`src/rtl/irq_pkg.sv`:
```
`default_nettype none
package irq_pkg;
   localparam int unsigned SRC_COUNT = 5;
   localparam int unsigned VEC_W = 2;
   // source bit positions
   localparam int unsigned SRC_TMR_A = 0;
   localparam int unsigned SRC_TMR_P = 1;
   localparam int unsigned SRC_SER = 2;
   localparam int unsigned SRC_NVM = 3;
   localparam int unsigned SRC_SHARED = 4;
   // vector codes, lower code wins
   localparam logic [1:0] VEC_SHARED = 2'h0;
   localparam logic [1:0] VEC_SER = 2'h1;
   localparam logic [1:0] VEC_NVM = 2'h2;
   localparam logic [1:0] VEC_NONE = 2'h3;
   // reset values
   localparam logic [4:0] FLAGS_RST = 5'h00;
   localparam logic GIE_RST = 1'h0;
   // cycles from acknowledge handshake
   localparam int unsigned ACK_LATENCY = 1;
endpackage
`default_nettype wire

```
`src/rtl/irq_seq_if.sv`:
```
`default_nettype none
interface irq_seq_if;
   logic req;
   logic [1:0] vec;
   logic ack;
   modport arb(output req, output vec, input ack);
   modport top(input req, input vec, output ack);
endinterface
`default_nettype wire

```
`src/rtl/irq_arbiter.sv`:
```
`default_nettype none
module irq_arbiter (
   input wire logic i_gie,
   input wire logic i_stack_full,
   input wire logic i_shared_pend,
   input wire logic i_ser_pend,
   input wire logic i_nvm_pend,
   irq_seq_if.arb bus
);
   // stack full blocks the request until the pointer drops; the vector code still shows
   logic ok;
   assign ok = i_gie && !i_stack_full;
   // ack withdraws the request at once so one grant is never taken twice
   assign bus.req = ok && (i_shared_pend || i_ser_pend || i_nvm_pend) && !bus.ack;
   always_comb begin
      if (i_shared_pend) begin
         bus.vec = irq_pkg::VEC_SHARED;
      end else if (i_ser_pend) begin
         bus.vec = irq_pkg::VEC_SER;
      end else if (i_nvm_pend) begin
         bus.vec = irq_pkg::VEC_NVM;
      end else begin
         bus.vec = irq_pkg::VEC_NONE;
      end
   end
endmodule
`default_nettype wire

```
`src/rtl/mcu_interrupt_request_logic.sv`:
```
// Overview of operation
// shared vector flag sets when any grouped timer source flag raises.
// shared vector taken only if enabled, stack not full, grouped source requests.
// servicing shared vector clears shared flag and global enable.
// timer source flags stay set after service; software clears them.
// serial flag sets on byte done, address match or bus time-out.
// serial vector needs global enable, serial enable, stack not full.
// serial service clears serial flag and global enable.
// nvm flag sets when a write cycle completes.
// nvm vector needs global enable, nvm enable, stack not full.
// nvm service clears nvm flag and global enable.
// timer has compare-A and compare-P sources, each flag and enable.
// timer match vectors only with global, source, shared enables, stack free.
// any flag rising wakes from sleep or idle regardless of enables.
// software sets a flag before sleep to suppress its wake-up.
// a set flag stays until serviced or cleared by software.
// entry pushes only the program counter.
// interrupt return sets global enable; plain return leaves it clear.
// software should avoid calls inside service code.
// requests during service are recorded but not vectored.
// simultaneous requests resolved by fixed vector priority.
`default_nettype none
module mcu_interrupt_request_logic (
   input wire logic i_core_clk,
   input wire logic i_rst_n,
   input wire logic i_tmr_a_match,
   input wire logic i_tmr_p_match,
   input wire logic i_ser_byte_done,
   input wire logic i_ser_addr_match,
   input wire logic i_ser_timeout,
   input wire logic i_nvm_write_done,
   input wire logic i_tmr_a_enable,
   input wire logic i_tmr_p_enable,
   input wire logic i_shared_vector_enable,
   input wire logic i_serial_if_interrupt_enable,
   input wire logic i_nvm_write_done_enable,
   input wire logic [4:0] i_flag_clr,
   input wire logic [4:0] i_flag_set,
   input wire logic i_gie_set,
   input wire logic i_gie_clr,
   input wire logic i_stack_full,
   input wire logic i_ack,
   input wire logic i_interrupt_return_instruction,
   input wire logic i_subroutine_return_instruction,
   output logic o_irq_req,
   output logic [1:0] o_irq_vec,
   output logic o_push_pc,
   output logic o_return,
   output logic o_wake,
   output logic o_global_interrupt_enable,
   output logic [4:0] o_flags
);
   typedef struct packed {
      logic [4:0] flags;
      logic gie;
      logic req;
      logic [1:0] vec;
      logic push;
      logic ret;
      logic wake;
   } state_t;

   state_t st_reg;
   state_t st_next;
   logic [4:0] raise;
   logic tmr_a_pend;
   logic tmr_p_pend;
   logic shared_pend;
   logic ser_pend;
   logic nvm_pend;
   logic take;
   irq_seq_if seq();

   // hardware events per source, software set folds in
   always_comb begin
      raise = i_flag_set;
      raise[irq_pkg::SRC_TMR_A] = i_tmr_a_match | i_flag_set[irq_pkg::SRC_TMR_A];
      raise[irq_pkg::SRC_TMR_P] = i_tmr_p_match | i_flag_set[irq_pkg::SRC_TMR_P];
      raise[irq_pkg::SRC_SER] = i_ser_byte_done | i_ser_addr_match | i_ser_timeout
         | i_flag_set[irq_pkg::SRC_SER];
      raise[irq_pkg::SRC_NVM] = i_nvm_write_done | i_flag_set[irq_pkg::SRC_NVM];
   end

   assign tmr_a_pend = st_reg.flags[irq_pkg::SRC_TMR_A] && i_tmr_a_enable;
   assign tmr_p_pend = st_reg.flags[irq_pkg::SRC_TMR_P] && i_tmr_p_enable;
   // shared vector needs its own flag, its enable and an enabled timer source
   assign shared_pend = st_reg.flags[irq_pkg::SRC_SHARED] && i_shared_vector_enable
      && (tmr_a_pend || tmr_p_pend);
   assign ser_pend = st_reg.flags[irq_pkg::SRC_SER] && i_serial_if_interrupt_enable;
   assign nvm_pend = st_reg.flags[irq_pkg::SRC_NVM] && i_nvm_write_done_enable;

   irq_arbiter u_arb (
      .i_gie(st_reg.gie),
      .i_stack_full(i_stack_full),
      .i_shared_pend(shared_pend),
      .i_ser_pend(ser_pend),
      .i_nvm_pend(nvm_pend),
      .bus(seq.arb)
   );

   // ack only counts against the request shown on the ports
   assign take = i_ack && st_reg.req;
   assign seq.ack = take;

   always_comb begin
      st_next = st_reg;
      st_next.push = 1'b0;
      st_next.ret = 1'b0;
      // flag update: clear first, set wins over a same-cycle clear
      for (int i = 0; i < irq_pkg::SRC_COUNT; i++) begin
         if (i_flag_clr[i]) begin
            st_next.flags[i] = 1'b0;
         end
      end
      if (take) begin
         unique case (st_reg.vec)
            irq_pkg::VEC_SHARED: st_next.flags[irq_pkg::SRC_SHARED] = 1'b0;
            irq_pkg::VEC_SER: st_next.flags[irq_pkg::SRC_SER] = 1'b0;
            irq_pkg::VEC_NVM: st_next.flags[irq_pkg::SRC_NVM] = 1'b0;
            default: st_next.flags = st_next.flags;
         endcase
         st_next.gie = 1'b0;
         st_next.push = 1'b1;
      end
      st_next.flags = st_next.flags | raise;
      if (raise[irq_pkg::SRC_TMR_A] || raise[irq_pkg::SRC_TMR_P]) begin
         st_next.flags[irq_pkg::SRC_SHARED] = 1'b1;
      end
      // global enable: software and return instruction
      if (i_gie_clr) begin
         st_next.gie = 1'b0;
      end
      if (i_gie_set && !take) begin
         st_next.gie = 1'b1;
      end
      if (i_interrupt_return_instruction) begin
         st_next.gie = 1'b1;
         st_next.ret = 1'b1;
      end else if (i_subroutine_return_instruction) begin
         st_next.ret = 1'b1;
      end
      // wake on any rising flag; already-set flags cannot rise
      st_next.wake = |(st_next.flags & ~st_reg.flags);
      // request drops for the cycle after ack so the same one is not taken twice
      st_next.req = seq.req;
      st_next.vec = seq.vec;
   end

   always_ff @(posedge i_core_clk) begin
      if (!i_rst_n) begin
         st_reg <= '{flags: irq_pkg::FLAGS_RST, gie: irq_pkg::GIE_RST, req: 1'b0,
                     vec: irq_pkg::VEC_NONE, push: 1'b0, ret: 1'b0, wake: 1'b0};
      end else begin
         st_reg <= st_next;
      end
   end

   assign o_irq_req = st_reg.req;
   assign o_irq_vec = st_reg.vec;
   assign o_push_pc = st_reg.push;
   assign o_return = st_reg.ret;
   assign o_wake = st_reg.wake;
   assign o_global_interrupt_enable = st_reg.gie;
   assign o_flags = st_reg.flags;
endmodule
`default_nettype wire

```
`config.mk`:
```
export PLATFORM = sky130hd
export DESIGN_NAME = mcu_interrupt_request_logic
export DESIGN_NICKNAME = d
export VERILOG_FILES = /design/src/rtl/irq_pkg.sv /design/src/rtl/irq_seq_if.sv /design/src/rtl/irq_arbiter.sv /design/src/rtl/mcu_interrupt_request_logic.sv
export SDC_FILE = /design/constraint.sdc
export NUM_CORES = 1
export LEC_CHECK = 0
export BUFFER_PORTS_ARGS = -buffer_cell sky130_fd_sc_hd__buf_2
export CORE_MARGIN = 4
export CORE_UTILIZATION = 39
export CTS_BUF_LIST = sky130_fd_sc_hd__clkbuf_16
export CTS_CLUSTER_DIAMETER = 30
export DETAILED_ROUTE_END_ITERATION = 8
export PLACE_DENSITY = 0.8
export SYNTH_ARGS = -nofsm -noshare
export SYNTH_HDL_FRONTEND = slang
export SYNTH_HIERARCHICAL = 1
export SYNTH_SLANG_ARGS = --single-unit
```
`constraint.sdc`:
```
create_clock -name i_core_clk -period 1.75 [get_ports i_core_clk]
set_input_delay 0.35 -clock i_core_clk [delete_from_list [all_inputs] [get_ports i_core_clk]]
set_output_delay 0.35 -clock i_core_clk [all_outputs]
set_load 0.1 [all_outputs]
```
==> results of run 1 <==
==> layout make-up <==
cell class | count | area, µm² | share of cell area (%)
multi-input cells | 39 | 247.7 | 30.51
flip-flops and latches | 12 | 241.5 | 29.74
repair buffers | 40 | 200.2 | 24.65
clock buffers | 3 | 75.07 | 9.245
inverters | 7 | 26.28 | 3.236
well taps | 14 | 17.52 | 2.157
clock inverters | 1 | 3.754 | 0.4622
==> layer usage <==
metal | share of wire [%] | global-route usage [%] | vias to the layer above
met5 | 0 | 0 | -
met4 | 1.1 | 5.422 | 0
met3 | 9.2 | 6.098 | 2
met2 | 51 | 26.74 | 28
met1 | 39 | 17.94 | 241
li1 | - | - | 289
==> state kept, by name (all words and copies together) (netlist names) <==
name / cells
o_wake: 1
o_irq_req: 1
o_irq_vec: 2
o_return: 1
o_global_interrupt_enable: 1
o_push_pc: 1
o_flags: 5
==> power by group <==
group / leakage (nW) / internal [mW] / switching [mW]
Sequential: 0.100 / 0.291 / 0.0114
Clock: 0.0385 / 0.301 / 0.121
Combinational: 0.272 / 0.0542 / 0.156
==> kinds of logic (layout without fill, tap and decap cells) <==
logic type             after synthesis  in the layout  share of synthesized area, %
AND/OR/NAND/NOR                     23             23                         27.01
AO/OA/AOI/OAI                       16             16                         21.17
buffers and inverters                7             51                         5.110
flip-flops                          12             12                         46.72
==> path summary, 6_finish.rpt <==
| check | slack [ps] | from | to |
|---|---|---|---|
| max | 350 | o_flags[4] | o_flags[4] |
| min | 310 | i_subroutine_return_instruction | o_return |
| max reg2reg | 580 | o_flags[0] | o_irq_req |
| min reg2reg | 500 | o_flags[0] | o_flags[0] |
==> tightest hold or removal path, stage by stage <==
cell,delay (ps)
sky130_fd_sc_hd__buf_2,70
sky130_fd_sc_hd__nor2_1,30
sky130_fd_sc_hd__nor2_1,60
==> cell usage in the layout, fill, tap and decap left out <==
cell type                   instances
sky130_fd_sc_hd__o31a_1             2
sky130_fd_sc_hd__buf_2             40
sky130_fd_sc_hd__o311ai_0           2
sky130_fd_sc_hd__a22oi_1            1
sky130_fd_sc_hd__a21oi_1            6
sky130_fd_sc_hd__clkinv_1           1
sky130_fd_sc_hd__a41oi_1            1
sky130_fd_sc_hd__nor4b_2            1
sky130_fd_sc_hd__o21ai_0            1
sky130_fd_sc_hd__o21bai_1           1
sky130_fd_sc_hd__nor3_2             1
sky130_fd_sc_hd__nor2_1             7
sky130_fd_sc_hd__nor4_2             1
sky130_fd_sc_hd__nor3_1             1
sky130_fd_sc_hd__nand2b_1           5
sky130_fd_sc_hd__nor2_2             1
sky130_fd_sc_hd__a31oi_1            1
sky130_fd_sc_hd__inv_1              7
sky130_fd_sc_hd__dfxtp_2            1
sky130_fd_sc_hd__dfxtp_1           11
sky130_fd_sc_hd__clkbuf_16          3
sky130_fd_sc_hd__and2_1             3
sky130_fd_sc_hd__nor2b_1            1
sky130_fd_sc_hd__nand2_1            2
sky130_fd_sc_hd__o221ai_1           1
==> metrics by stage <==
step	hold slack, ps	setup WS [ps]
floorplan	423.0	21.19
global placement	485.3	523.5
detailed placement	498.9	459.3
CTS	309.8	347.6
global route	321.4	309.3
finish	312.7	345.5
==> metrics.cfg, run 1 <==
[run_status]
outcome = finished, final reports clean

[power]
total_leakage_power_nw = 0.4109
pwr_density_cell_nw_per_um2 = 1150
power.ir.vdd_worst_mv = 0.7193
fin_total_pwr_uw = 933.9

[detailed_routing]
drt_pass1_iterations = 4
route.antenna.remaining_nets = 0
first_iter_violations = 9
routed_wirelength_mm = 1.414
via_per_instance_ratio = 4.828
post_drt_wl_per_cell_um = 12.19
detail_route.drc_violations = 0
routed-via-count = 560

[critical_path]
path_cells = buf_2
critPathRequiredTime_ps = 1400
critical-path-max-stage-delay_ps = 440
cp_num_buf_inv = 1
worstSetupStartpointType = flop
max_fo_critical_path = 4
cell_type_group_with_the_largest_total_delay_on_the_critical_path = buffers and inverters
critPathSlowestCell = sky130_fd_sc_hd__buf_2
number_of_cells_on_the_critical_path = 1
crit_path_category = flop to output pin
critical_path.endpoint_type = output pin
r2r_cells = 5
cp.arrival_ps = 1050

[global_routing]
grt_use_total_pct = 15.78
pin_count_of_the_biggest_net_entering_global_routing = 8
grt_pass1_vias = 545
globalRoute.totalOverflow = 0
grt_first_pass_wirelength_mm = 2.249
initial_antenna_violation_count = 0

[logic_synthesis]
post_synthesis_cell_area_um2 = 514.2
syn-mean-instance-area_um2 = 8.866
yosys.area.top_type_share_pct = 46.72
post_synth_most_frequent_cells = sky130_fd_sc_hd__dfxtp_1, sky130_fd_sc_hd__inv_1, sky130_fd_sc_hd__nor2_1
yosysWarningCount = 6
synth_top_cells_by_area = sky130_fd_sc_hd__dfxtp_1, sky130_fd_sc_hd__nand2b_1, sky130_fd_sc_hd__a21oi_1, sky130_fd_sc_hd__inv_1, sky130_fd_sc_hd__nor2_1
yosysSeqAreaShare_pct = 46.72
yosys_register_bits = 12
synthCells = 58
synth_top_area_cell = sky130_fd_sc_hd__dfxtp_1
synthesis.nets = 87
synth_edf_count = 0
async_flop_share_pct = 0
post-synth-top-count-cell = sky130_fd_sc_hd__dfxtp_1
ys_dominant_reg_cell = sky130_fd_sc_hd__dfxtp_1
post_synth_num_cell_types = 21

[worst_hold_path]
timing.hold.worst_path_depth = 3
timing.hold.worst.class = input pin to flop

[die]
placeableCoreArea_um2 = 1171
io_pins = 41
row_count = 12
initial_core_util_pct = 43.91
die_w_um = 44.31
dieHeight_um = 44.31
design.die.area_um2 = 1963

[timing]
worst_slew_margin_rel_pct = 67.56
timing.final.setup_violations = 0
period_minus_slack_ps = 1404
max_freq_mhz = 712.0
rsz0062_at_grt = no
hold_viol = 0
maxSlewViolCount = 0
timing.clock.skew_ps = 2.295
period_share_pct = 80.25
finalSetupTns_ps = 0
worst_slew_pin_slew_ps = 489.9

[final_layout]
layout_cells_sized_above_1_pct = 47.06
nets = 132
layout.core_utilization_pct = 69.34
final.fill_count = 95
post-route-cell-area_um2 = 812.0
finalNonFillerCells = 116
areaGrowthSynthToFinish_pct = 57.91
antennaDiodeCount = 0

[placed_design]
portBuffers = 40
placedCellCount = 112
post_detail_place_hpwl_mm = 1.169
postPlaceCellArea_um2 = 733.2
gpl.final_weighted_congestion = 0.8461

[clocking]
cts_buffers = 3
postCtsSetupRepairBufs = 0
cts.path.max_buffers = 2
tritoncts = built
clock_tree.root_cell = sky130_fd_sc_hd__clkbuf_16
clock_insertion_delay_worst_skew_ps = 240
clkSinkCount = 12
cts.hold.buffers_added = 0
htreeDepth = 1
clkTransAtPathRegs_ps = 40
post_cts_resize_count = 0

[job]
maxCapViolations = 0

Power figures use the tool's default switching activity.
==> inputs of run 2 (changes only) <==
Settings changed: ABC_AREA set to 1, CORE_UTILIZATION 39 to 38, PLACE_DENSITY 0.8 to 0.76.
Clock period 1.75 ns to 1.4 ns, I/O delays scaled along.
==> run 2 against run 1 <==
Final area up 4.9%. Non-clock buffer count unchanged. Combinational power up 27%. Largest cell class is now registers. Die area up 8.5%.
==> metrics.cfg, run 2 <==
[run_status]
outcome = finished, final reports clean

[die]
die_w_um = 46.15
dieHeight_um = 46.15
placeableCoreArea_um2 = 1334
design.die.area_um2 = 2130
row_count = 13
io_pins = 41
initial_core_util_pct = 41.46

[logic_synthesis]
synth_edf_count = 0
yosys_register_bits = 12
post_synth_num_cell_types = 12
synthCells = 87
yosys.area.top_type_share_pct = 43.44
post_synth_most_frequent_cells = sky130_fd_sc_hd__inv_1, sky130_fd_sc_hd__nand2_1, sky130_fd_sc_hd__nor2_1
ys_dominant_reg_cell = sky130_fd_sc_hd__dfxtp_1
yosysSeqAreaShare_pct = 43.44
synth_top_area_cell = sky130_fd_sc_hd__dfxtp_1
yosysWarningCount = 6
synthesis.nets = 116
syn-mean-instance-area_um2 = 6.357
post_synthesis_cell_area_um2 = 553.0
synth_top_cells_by_area = sky130_fd_sc_hd__dfxtp_1, sky130_fd_sc_hd__inv_1, sky130_fd_sc_hd__nand2_1, sky130_fd_sc_hd__nor2_1, sky130_fd_sc_hd__a21oi_1
async_flop_share_pct = 0

[clocking]
cts.path.max_buffers = 2
tritoncts = built
clkTransAtPathRegs_ps = 40
clkSinkCount = 12
postCtsSetupRepairBufs = 0
post_cts_resize_count = 0
clock_tree.root_cell = sky130_fd_sc_hd__clkbuf_16
cts.hold.buffers_added = 0
clock_insertion_delay_worst_skew_ps = 240
htreeDepth = 1
cts_buffers = 3

[final_layout]
nets = 160
areaGrowthSynthToFinish_pct = 54.07
layout.core_utilization_pct = 63.88
final_common_cell = sky130_fd_sc_hd__buf_2
layout_common_cells = sky130_fd_sc_hd__buf_2, sky130_fd_sc_hd__nand2_1, sky130_fd_sc_hd__inv_1
antennaDiodeCount = 0
largest_register_ff_count = 5
layout_cells_sized_above_1_pct = 41.86

[timing]
max_freq_mhz = 771.7
timing.clock.skew_ps = 1.273
rsz0062_at_grt = no
period_share_pct = 92.56
worst_slew_margin_rel_pct = 67.46
worst_hold_slack_ps = 239.9
worst_slew_pin_slew_ps = 491.5
hold_viol = 0
timing.final.setup_violations = 0
maxSlewViolCount = 0
period_minus_slack_ps = 1296

[detailed_routing]
route.layer.met1.wl_um = 570
routed-via-count = 627
wire_length_on_met2_um = 551
dr.max_layer_used = met4
routed_wirelength_mm = 1.370
route.antenna.remaining_nets = 0
routed-wl-met3_um = 207
detail_route.drc_violations = 0
via_per_instance_ratio = 4.354
post_drt_wl_per_cell_um = 9.514
drt_pass1_iterations = 4
first_iter_violations = 14

[critical_path]
reg2reg_setup_slack_ps = 320
worstSetupStartpointType = flop
critPathSlowestCell = sky130_fd_sc_hd__buf_2
path_cells = buf_2
max_fo_critical_path = 3
cell_type_group_with_the_largest_total_delay_on_the_critical_path = buffers and inverters
cp_num_buf_inv = 1
critPathRequiredTime_ps = 1120
crit_path_category = flop to output pin
cp.arrival_ps = 1020
critical_path.endpoint_type = output pin
critical-path-max-stage-delay_ps = 430

[power]
power.ir.vdd_worst_mv = 0.7761
pwr_density_cell_nw_per_um2 = 1357
total_leakage_power_nw = 0.5110

[global_routing]
grt_pass1_vias = 591
grt_first_pass_wirelength_mm = 2.332
pin_count_of_the_biggest_net_entering_global_routing = 12
globalRoute.totalOverflow = 0
grt_use_total_pct = 15.65
initial_antenna_violation_count = 0

[placed_design]
gpl.final_weighted_congestion = 0.7555
post_detail_place_hpwl_mm = 1.119
portBuffers = 40

[job]
maxCapViolations = 0

[worst_hold_path]
timing.hold.worst.class = input pin to flop

-- run 2: report_power, final --
part | internal [mW] | switching (mW) | leakage [nW]
registers | 0.366 | 0.0121 | 0.100
logic | 0.0656 | 0.201 | 0.374
clock network | 0.371 | 0.140 | 0.0370
total | 0.803 | 0.353 | 0.511
-- run 2: cell families (layout without fill, tap and decap cells) --
kind of cell	after synthesis	count (layout)	share of synthesized area (%)
AND/OR/NAND/NOR	44	44	32.58
AO/OA/AOI/OAI	11	11	10.18
flip-flops	12	12	43.44
buffers and inverters	20	62	13.80
-- run 2: final cells by class --
type / count / area (µm²)
flip-flops and latches: 12 / 250.2
multi-input cells: 55 / 236.5
inverters: 19 / 71.32
clock buffers: 3 / 75.07
repair buffers: 40 / 200.2
well taps: 15 / 18.77
fillers: 124 / 481.7
-- run 2: per-stage QoR --
step                instance area (µm²)  power, mW  TNS [ps]  instances  setup WS [ps]
finish                            852.1      1.156         0        144          104.2
floorplan                         563.0     0.5847    -4.607         87         -4.607
detailed placement                777.0     0.6519         0        141          295.8
CTS                               852.1      1.169         0        144          100.2
global route                      852.1      1.206         0        144          65.21
global placement                  777.0     0.6484         0        141          312.4
-- run 2: worst paths after layout --
path	startpoint	endpoint	depth (start not counted)
worst max-delay path	o_global_interrupt_enable	o_global_interrupt_enable	1
worst min-delay path	i_rst_n	o_irq_req	3
worst max register to register	o_flags[1]	o_irq_vec[1]	6
worst min register to register	o_flags[0]	o_flags[0]	2
-- run 2: routing by layer --
metal | up-vias | GRT usage (%)
met5 | - | 0
met4 | 0 | 10.23
met3 | 6 | 6.641
met2 | 30 | 23.35
met1 | 250 | 17.99
li1 | 341 | -
==> inputs of run 3 (changes only) <==
Clock period 1.4 ns to 1.23 ns, I/O delays scaled along.
==> run 3 against run 2 <==
Non-clock buffer count is the same. Flip-flop and latch count is the same. Clock skew is essentially flat. Critical path depth grew 5. Count of clock-buffer cells in the layout is the same. Final area grew 24%. First-iteration DRC count shrank 93%. Wire length grew 19%. Critical path type is now flop to flop. Largest cell class is now buffers.
==> metrics.cfg, run 3 (synthesized netlist as in run 2, its figures left out) <==
[timing]
timing.final.setup_violations = 0
maxSlewViolCount = 0
hold_viol = 0
period_minus_slack_ps = 1118
timing.clock.skew_ps = 0.8962
fin_ws_ps = 111.6
rsz0062_at_grt = no
period_share_pct = 90.93
worst_slew_pin_slew_ps = 328.9
worst_slew_margin_rel_pct = 78.05
max_freq_mhz = 894.1

[critical_path]
reg2reg_setup_slack_ps = 110
critical_path.endpoint_type = flop
worstSetupStartpointType = flop
max_fo_critical_path = 4
critPathRequiredTime_ps = 1350
crit-reg2reg-capture = o_irq_vec[1]
cp.arrival_ps = 1240
r2r-start = o_flags[1]
crit_path_category = flop to flop
r2r_cells = 6

[detailed_routing]
post_drt_wl_per_cell_um = 11.21
routed_wirelength_mm = 1.625
via_per_instance_ratio = 4.628
detail_route.drc_violations = 0
first_iter_violations = 1
route.antenna.remaining_nets = 0
routed-via-count = 671
drt_pass1_iterations = 4

[die]
placeableCoreArea_um2 = 1334
io_pins = 41
dieHeight_um = 46.15
design.die.area_um2 = 2130
initial_core_util_pct = 41.46
row_count = 13
die_w_um = 46.15

[final_layout]
finalNonFillerCells = 145
antennaDiodeCount = 0
nets = 160
largest_register_ff_count = 5
layout_common_cells = sky130_fd_sc_hd__buf_2, sky130_fd_sc_hd__nand2_1, sky130_fd_sc_hd__inv_1
areaGrowthSynthToFinish_pct = 90.50
final_common_cell = sky130_fd_sc_hd__buf_2
post-route-cell-area_um2 = 1054
layout_cells_sized_above_1_pct = 43.08
layout.core_utilization_pct = 78.99

[clocking]
cts.path.max_buffers = 2
cts_buffers = 3
post_cts_resize_count = 0
cts.hold.buffers_added = 0
clock_tree.root_cell = sky130_fd_sc_hd__clkbuf_16
htreeDepth = 1
clkTransAtPathRegs_ps = 40
postCtsSetupRepairBufs = 0
clkSinkCount = 12
clock_insertion_delay_worst_skew_ps = 240
tritoncts = built

[global_routing]
grt_first_pass_wirelength_mm = 2.608
globalRoute.totalOverflow = 0
initial_antenna_violation_count = 0
grt_pass1_vias = 615
grt_use_total_pct = 17.41
pin_count_of_the_biggest_net_entering_global_routing = 12

[power]
fin_total_pwr_mw = 1.407
pwr_density_cell_nw_per_um2 = 1335
total_leakage_power_nw = 0.5751
power.ir.vdd_worst_mv = 0.8707

[placed_design]
post_detail_place_hpwl_mm = 1.246
preCtsSetupSlack_ps = 94.25
postPlaceCellArea_um2 = 970.9
placedCellCount = 141
gpl.final_weighted_congestion = 0.8224
portBuffers = 40

[worst_hold_path]
timing.hold.worst_path_depth = 3
timing.hold.worst.class = input pin to flop
hold_path.startpoint = i_rst_n
timing.hold.worst_endpoint = o_irq_req

[run_status]
outcome = finished, final reports clean

[job]
maxCapViolations = 0

==> run 3: metal layers <==
metal	wire length, µm	vias to the layer above	track usage [%]	part of all wire (%)
met4	20	0	10.23	1.2
met5	0	-	0	0
met3	187	4	5.469	12
met2	771	30	28.02	47
li1	-	343	-	-
met1	646	294	19.91	40
==> run 3: final cells by class <==
type,count,area (µm²)
clock buffers,3,75.07
multi-input cells,55,240.2
well taps,15,18.77
clock inverters,1,3.754
inverters,19,71.32
flip-flops and latches,12,264.0
repair buffers,40,380.4
fillers,95,280.3
==> run 3: critical path: stages, from the launching register on <==
cell and delay, ps:
sky130_fd_sc_hd__dfxtp_4 360, sky130_fd_sc_hd__nand2_1 70, sky130_fd_sc_hd__a21oi_2 180, sky130_fd_sc_hd__inv_1 60, sky130_fd_sc_hd__nand2_1 90, sky130_fd_sc_hd__inv_1 40
sky130_fd_sc_hd__or2_1 210
==> run 3: worst max-delay path by stage <==
stage,slack [ps],endpoint,depth (start not counted),from
floorplan,-20,o_irq_vec[1],6,o_flags[2]
global placement,140,o_irq_vec[1],6,o_flags[1]
finish,110,o_irq_vec[1],6,o_flags[1]
CTS,80,o_irq_vec[1],6,o_flags[1]
global route,5,o_irq_vec[1],6,o_flags[1]
detailed placement,90,o_irq_vec[1],6,o_flags[1]
==> run 3: power breakdown <==
group	switching [mW]	leakage, nW	internal, mW
Clock	0.161	0.0385	0.427
Combinational	0.234	0.435	0.144
Sequential	0.0285	0.102	0.412
==> run 3: metrics by stage <==
step           hold slack [ps]  setup TNS [ps]
2_1_floorplan            338.8          -22.53
3_3_place_gp             439.6               0
3_5_place_dp             451.6               0
4_1_cts                  208.4               0
5_1_grt                  248.8               0
6_report                 206.8               0
